File: src/hw/lgs_pkg.sv
package lgs_pkg;

	// Configuration offsets (byte addresses)
	localparam logic [7:0] HINTS_OFF = 8'h3C; // Dword holding hints in upper half
	localparam logic [7:0] HINTS_BYTE = 8'h3E;
	localparam logic [7:0] ENDIAN_OFF = 8'h40;
	localparam logic [7:0] CAPHDR_OFF = 8'h44;

	// Hint defaults when no EEPROM answers
	localparam logic [7:0] ACCESS_INTERVAL_DFLT = 8'h04;
	localparam logic [7:0] BURST_DURATION_DFLT = 8'h02;

	// Field positions
	localparam int HINT_INTERVAL_LSB = 8;
	localparam int SWAP_BIT = 0;

	// Capability header contents
	localparam logic [7:0] CAP_KIND_PM = 8'h01;
	localparam logic [7:0] CAP_NEXT_NONE = 8'h00;

	// Reset value of the endian control register
	localparam logic [31:0] ENDIAN_RST = 32'h0000_0000;

	// Read data register value after reset and for unmapped offsets
	localparam logic [31:0] RDATA_RST = 32'h0000_0000;

endpackage

File: src/hw/lgs_swap.sv
`timescale 1ns/1ps
module lgs_swap
(
	// Control
	input wire logic swap_i,
	// Data
	input wire logic [31:0] data_i,
	output logic [31:0] data_o
);

	// Byte-reverse a quadlet when big-endian is selected
	always_comb
	begin
		if (swap_i)
			data_o = {data_i[7:0], data_i[15:8], data_i[23:16], data_i[31:24]};
		else
			data_o = data_i;
	end

endmodule

File: src/hw/lgs_regs.sv
`timescale 1ns/1ps
// How it works
// - EEPROM present: load hints after global reset
// - No EEPROM: hints default to four and two
// - Upper hint byte read-only, EEPROM updatable
// - Lower hint byte read-only, EEPROM updatable
// - Swap bit byte-reverses every PCI quadlet
// - Endian register upper bits read zero
// - Capability next pointer reads zero
// - Capability kind code reads power management
module lgs_regs
(
	// Clock and global reset
	input wire logic clk_i,
	input wire logic rst_b_i,
	// Configuration access, dword aligned
	input wire logic [7:0] cfg_addr_i,
	input wire logic cfg_wr_i,
	input wire logic [3:0] cfg_be_i,
	input wire logic [31:0] cfg_wdata_i,
	output logic [31:0] cfg_rdata_o,
	// EEPROM loader result
	input wire logic eeprom_present_i,
	input wire logic eeprom_load_i,
	input wire logic [15:0] eeprom_hints_i,
	// PCI data path
	input wire logic [31:0] pci_in_i,
	output logic [31:0] pci_in_o,
	input wire logic [31:0] core_out_i,
	output logic [31:0] core_out_o,
	output logic swap_o
);

	////////////////////////////////////////////////////////////////
	logic [15:0] hints_r;
	logic [15:0] hints_nxt;
	logic swap_r;
	logic swap_nxt;
	logic [31:0] rdata_r;
	logic [31:0] rdata_nxt;
	logic loaded_r;
	logic loaded_nxt;
	logic load_take;
	logic endian_wr;

	// Offset compare, shared by both decoders and the checks
	function automatic logic at_offset(input logic [7:0] addr, input logic [7:0] off);
		at_offset = (addr == off);
	endfunction

	// Load taken once per reset; a late loader pulse cannot overwrite
	assign load_take = eeprom_present_i && eeprom_load_i && !loaded_r;
	// Only byte lane 0 carries a writable bit
	assign endian_wr = cfg_wr_i && at_offset(cfg_addr_i, lgs_pkg::ENDIAN_OFF) && cfg_be_i[0];

	////////////////////////////////////////////////////////////////
	// Hint next state; software writes never reach it
	always_comb
	begin
		hints_nxt = hints_r;
		loaded_nxt = loaded_r;
		if (load_take)
		begin
			hints_nxt = eeprom_hints_i;
			loaded_nxt = 1'b1;
		end
	end

	// Hint registers; defaults stand until the loader answers
	always_ff @(posedge clk_i)
	begin
		if (!rst_b_i)
		begin
			hints_r <= {lgs_pkg::ACCESS_INTERVAL_DFLT, lgs_pkg::BURST_DURATION_DFLT};
			loaded_r <= 1'b0;
		end
		else
		begin
			hints_r <= hints_nxt;
			loaded_r <= loaded_nxt;
		end
	end

	////////////////////////////////////////////////////////////////
	// Swap bit next state; upper write bits are dropped
	always_comb
	begin
		swap_nxt = swap_r;
		if (endian_wr)
			swap_nxt = cfg_wdata_i[lgs_pkg::SWAP_BIT];
	end

	// Swap register; cleared so traffic after reset is little-endian
	always_ff @(posedge clk_i)
	begin
		if (!rst_b_i)
			swap_r <= lgs_pkg::ENDIAN_RST[lgs_pkg::SWAP_BIT];
		else
			swap_r <= swap_nxt;
	end

	////////////////////////////////////////////////////////////////
	// Read decode; unmapped offsets read zero
	always_comb
	begin
		rdata_nxt = lgs_pkg::RDATA_RST;
		if (at_offset(cfg_addr_i, lgs_pkg::HINTS_OFF))
			rdata_nxt = {hints_r, 16'h0000};
		else if (at_offset(cfg_addr_i, lgs_pkg::ENDIAN_OFF))
			rdata_nxt = {31'h0, swap_r};
		else if (at_offset(cfg_addr_i, lgs_pkg::CAPHDR_OFF))
			rdata_nxt = {16'h0000, lgs_pkg::CAP_NEXT_NONE, lgs_pkg::CAP_KIND_PM};
	end

	// Read data register; one cycle of latency eases host bus timing
	always_ff @(posedge clk_i)
	begin
		if (!rst_b_i)
			rdata_r <= lgs_pkg::RDATA_RST;
		else
			rdata_r <= rdata_nxt;
	end

	// Outputs straight from flops
	assign cfg_rdata_o = rdata_r;
	assign swap_o = swap_r;

	////////////////////////////////////////////////////////////////
	// Swap applies to both directions of quadlet traffic
	lgs_swap u_swap_in
	(
		.swap_i(swap_r),
		.data_i(pci_in_i),
		.data_o(pci_in_o)
	);

	lgs_swap u_swap_out
	(
		.swap_i(swap_r),
		.data_i(core_out_i),
		.data_o(core_out_o)
	);
endmodule

File: config.mk
export PLATFORM = sky130hd
export DESIGN_NAME = lgs_regs
export DESIGN_NICKNAME = d
export VERILOG_FILES = /design/src/hw/lgs_pkg.sv /design/src/hw/lgs_swap.sv /design/src/hw/lgs_regs.sv
export SDC_FILE = /design/constraint.sdc
export NUM_CORES = 1
export LEC_CHECK = 0
export BUFFER_PORTS_ARGS = -buffer_cell sky130_fd_sc_hd__buf_2
export CAP_MARGIN = 0
export CELL_PAD_IN_SITES_DETAIL_PLACEMENT = 1
export CELL_PAD_IN_SITES_GLOBAL_PLACEMENT = 1
export CORE_ASPECT_RATIO = 2
export CORE_MARGIN = 2
export CORE_UTILIZATION = 22
export DETAILED_ROUTE_END_ITERATION = 7
export PLACE_DENSITY_LB_ADDON = 0.1
export SLEW_MARGIN = 30
export SYNTH_ARGS = -nofsm -noshare
export SYNTH_HDL_FRONTEND = slang
export SYNTH_SLANG_ARGS = --single-unit
File: constraint.sdc
create_clock -name clk_i -period 1.71 [get_ports clk_i]
set_input_delay 0.342 -clock clk_i [delete_from_list [all_inputs] [get_ports clk_i]]
set_output_delay 0.342 -clock clk_i [all_outputs]
set_load 0.05 [all_outputs]
* Yosys cells after proc, flatten, opt, wreduce, memory -nomap -nowiden
Index checks and enable logic that the tools add are counted.
** Storage, ports and cells
- Register bits after elaboration :: 50
- Bits in latches :: 0
- Memory bits (writable) :: 0
- Bits in read-only memories :: 0
- Output and inout bits :: 97
- Word-level logic and storage cells :: 22
- Memories :: 0
** Operators by class
- $add $sub $neg :: 0
- Multiply operators :: 0
- Divide/modulo/power cells :: 0
- Order comparisons :: 0
- Equal/unequal tests :: 3
- Shifts and indexed selects :: 0
- Muxes and demuxes :: 5
- Bitwise gates (word level) :: 1
- Reductions and logical operators :: 7
** Operators with widths (number)
- 32-bit 2-to-1 mux :: 3
- 8-bit by 7-bit == test with 1-bit output (second input constant) :: 2
- 8-bit by 6-bit == test with 1-bit output (second input constant) :: 1
- 1-bit logical AND :: 4
- 3-bit OR reduction :: 1
- 1-bit 2-to-1 mux :: 2
- 2-bit OR reduction :: 1
- 1-bit logical NOT :: 1
- 1-bit NOT :: 1

* Longest topological paths before layout
- Depth after elaboration :: 4
- Gate-level depth with buffers :: 5

* Cells and area by module
Synthesis repeated with hierarchy kept, for this count alone.
** Second synthesis, totals
- Cells, all modules :: 210
- Area, all modules :: 2396.0 um^2
** Modules (own cells, without submodules)
- lgs_regs :: times used 1, cells each 138, area each 1307.5 um^2
- lgs_swap :: times used 2, cells each 36, area each 544.3 um^2

* Worst setup path after synthesis
OpenSTA, ideal clock, no wires.
- Kind :: register to output
- Start point :: register swap_r, in the netlist swap_o
- End point :: output port core_out_o[26]
- Data arrival time :: 1.793 ns
- Required time :: 1.368 ns
- Slack :: -0.425 ns
- Stages on the path, launching flop included :: 4
- Cell sequence :: dfxtp_1 clkbuf_1 buf_2 mux2_1
** Between the ends
- Word-level cells in the longest chain between the ends :: 1
** Ends and longest elaborated chain
- start, declared :: RTL line lgs_regs.sv:37 : logic swap_r;
- start signal, assigned :: RTL line lgs_regs.sv:97 : swap_r <= lgs_pkg::ENDIAN_RST[lgs_pkg::SWAP_BIT];
- start signal, assigned :: RTL line lgs_regs.sv:99 : swap_r <= swap_nxt;
- 32-bit 2-to-1 mux :: RTL line lgs_swap.sv:14 : if (swap_i)
- end, declared :: RTL line lgs_regs.sv:30 : output logic [31:0] core_out_o,
No other way between the ends.

* Worst setup path after layout
- Start point :: register swap_r, in the netlist swap_o
- End point :: output port pci_in_o[4]
** Between the ends
- Word-level cells in the longest chain between the ends :: 1
** Ends and longest elaborated chain
- 32-bit 2-to-1 mux :: RTL line lgs_swap.sv:14
- end, declared :: RTL line lgs_regs.sv:28 : output logic [31:0] pci_in_o,
No other way between the ends.

==> flow_summary.yaml <==
run_status:
  status: "finished, violations left"
  failed_checks: "setup timing"
worst_hold_path:
  hold-path-endpoint: "hints_r[10]"
  hold_depth: 3
  hold_path.class: "in2reg"
  hp-start: "eeprom_hints_i[10]"
final_layout:
  drive_above_1_share: 0.629
  final_common_cell: "buf_2"
  final_cell_mix: "buf_2 (112), buf_6 (64), mux2_2 (39)"
  multiInputGateArea_mm2: 0.00128
  seqCellArea_um2: 704
  final_cell_area_mm2: 0.00363
  stdcell_count: 489
  nets: 513
  num_antenna_cells: 0
  syn_to_final_growth_pct: 76.4
  fillers: 1108
routing:
  dr.pass1.iters: 4
  vias_per_cell: 4.46
  post-route-drc-count: 0
  wl_per_cell_um: 14.9
  vias: 2180
  drt_first_iter_violations: 21
  ant_nets: 0
  routed_wl_um: 7300
timing:
  fin_setup_tns_ps: -1140
  final.min_clock_period_ps: 1740
  setup_viol: 53
  setup_slack_ps: -34.9
  final-max-slew-violation-count: 0
  hold_viol_final: 0
  fin_skew_ps: 1.46
  rsz0062_at_grt: "yes"
  period_share: 1.02
  max_freq_mhz: 573
worst_setup_path:
  worstSetupStartpointType: "flip-flop"
  timing.rr.start: "loaded_r"
  criticalPathCategory: "reg2out"
  crit_path_end_kind: "primary output"
  rrSetupSlack_ps: 640
  critical_path_peak_fanout: 37
  required_ps: 1370
  worst_r2r_endpoint: "hints_r[15]"
  arrival_ps: 1400
  reg2reg_depth: 4
placement:
  dp.cells: 481
  portBuffers: 176
  gp_congestion: 0.670
  placed_area_mm2: 0.00303
  dp_hpwl_um: 5960
  place_ws_ps: 185
floorplanning:
  io_pins: 226
  coreArea_mm2: 0.00926
  dieWidth_um: 72.4
  die_h_um: 141
  num_rows: 50
  die-area_mm2: 0.0102
  initial_core_util: 0.222
synthesis:
  yosysSeqAreaShare: 0.340
  synth.area.top_cells: "mux2_1 (35%), dfxtp_1 (34%), nand2_1 (6.2%)"
  synth_top_area_cell: "mux2_1"
  avgSynthCellArea_um2: 9.85
  yosys_warnings: 0
  syn-cell-area_mm2: 0.00206
  synth_cells: 209
  synth_top_area_share: 0.350
  synth-seq-cells: 35
  ys_types: 23
clocking:
  clk_pin_slew_ps: 50
  root_buffer: "clkbuf_16"
  cts_tree: "built"
  clock_latency_ps: 280
  cts_buffers: 5
  clock-sinks: 35
  h-tree-depth: 2
  cts_buffer_depth: 2
  ctsHoldBuffers: 0
power:
  power_density_mw_per_mm2: 722
  total_power_mw: 2.62
  leakage_nw: 1.75
  ir_drop_mv: 0.975
global_routing:
  grt-ovfl-total: 0
  grt_max_degree: 38
  grt_pass1_vias: 2111
  grt_pass1_wl_um: 10600
  antenna_found_initial: 0
  track_usage: 0.136
run:
  drv_cap: 0
-- sequential cells by signal, indices dropped and copies added (netlist names) --
name / count
cfg_rdata_o: 17
hints_r: 16
loaded_r: 1
swap_o: 1
-- routing by layer --
layer / vias to the layer above / track usage / share of wire / routed length, µm
met4: 0 / 0.0526 / 0.017 / 121
li1: 1035 / - / - / -
met2: 118 / 0.278 / 0.58 / 4220
met5: - / 0 / 0 / 0
met3: 8 / 0.0329 / 0.10 / 736
met1: 1019 / 0.120 / 0.30 / 2220
-- critical path, stage by stage (launching register included) --
cell and delay (ps):
dfxtp_4 370, buf_12 210, mux2_2 370, buf_6 160
-- metrics by stage --
stage	utilization	hold WS, ps
3_3_place_gp	0.328	437
6_report	0.392	270
4_1_cts	0.387	263
5_1_grt	0.392	292
3_5_place_dp	0.328	442
2_1_floorplan	-	430
-- repair_timing --
action / in CTS / in global routing
gates resized for setup: 128 / 13
endpoints found under the setup margin: 64 / 64
buffers inserted: 0 / 0
pin swaps: 0 / 0
-- Yosys cell counts (all sizes together) --
| cell type | instances |
|---|---|
| nand3b | 1 |
| conb | 1 |
| nor4 | 1 |
| mux2i | 1 |
| clkbuf | 7 |
| mux2 | 64 |
| nor2b | 2 |
| dfxtp | 35 |
| nor2 | 2 |
| and2 | 16 |
| nor4b | 1 |
| nand4 | 2 |
| and3b | 1 |
| or3b | 1 |
| nor3 | 1 |
| and3 | 1 |
| a21boi | 14 |
| nand2 | 34 |
| a21oi | 1 |
| nand3 | 2 |
| buf | 21 |
-- layout make-up --
type / instances / area share
clock buffer: 8 / 0.0431
sequential: 35 / 0.194
multi-input combinational: 160 / 0.352
tap: 104 / 0.0358
timing repair buffer: 182 / 0.375
-- cells by family after synthesis --
group | count (synthesis) | synth area share
multiplexers | 65 | 0.355
AND/OR/NAND/NOR | 65 | 0.165
buffers and inverters | 28 | 0.0851
other | 1 | 0.00182
flip-flops | 35 | 0.340
AO/OA/AOI/OAI | 15 | 0.0535
-- where the power goes --
part           switching (mW)  leakage (nW)  internal (mW)
Combinational           0.516          1.38          0.314
Sequential            0.00800         0.285          0.835
Clock                   0.329        0.0772          0.620
-- how the worst max path moves through the flow --
stage	slack, ps	endpoint	start
2_1_floorplan	8	core_out_o[26]	swap_o
5_1_grt	-90	pci_in_o[4]	swap_o
3_5_place_dp	180	cfg_rdata_o[22]	cfg_addr_i[1]
6_report	-30	pci_in_o[4]	swap_o
4_1_cts	-80	pci_in_o[18]	swap_o
3_3_place_gp	190	cfg_rdata_o[30]	cfg_addr_i[1]
No activity file was read; power rests on OpenSTA's default activity.
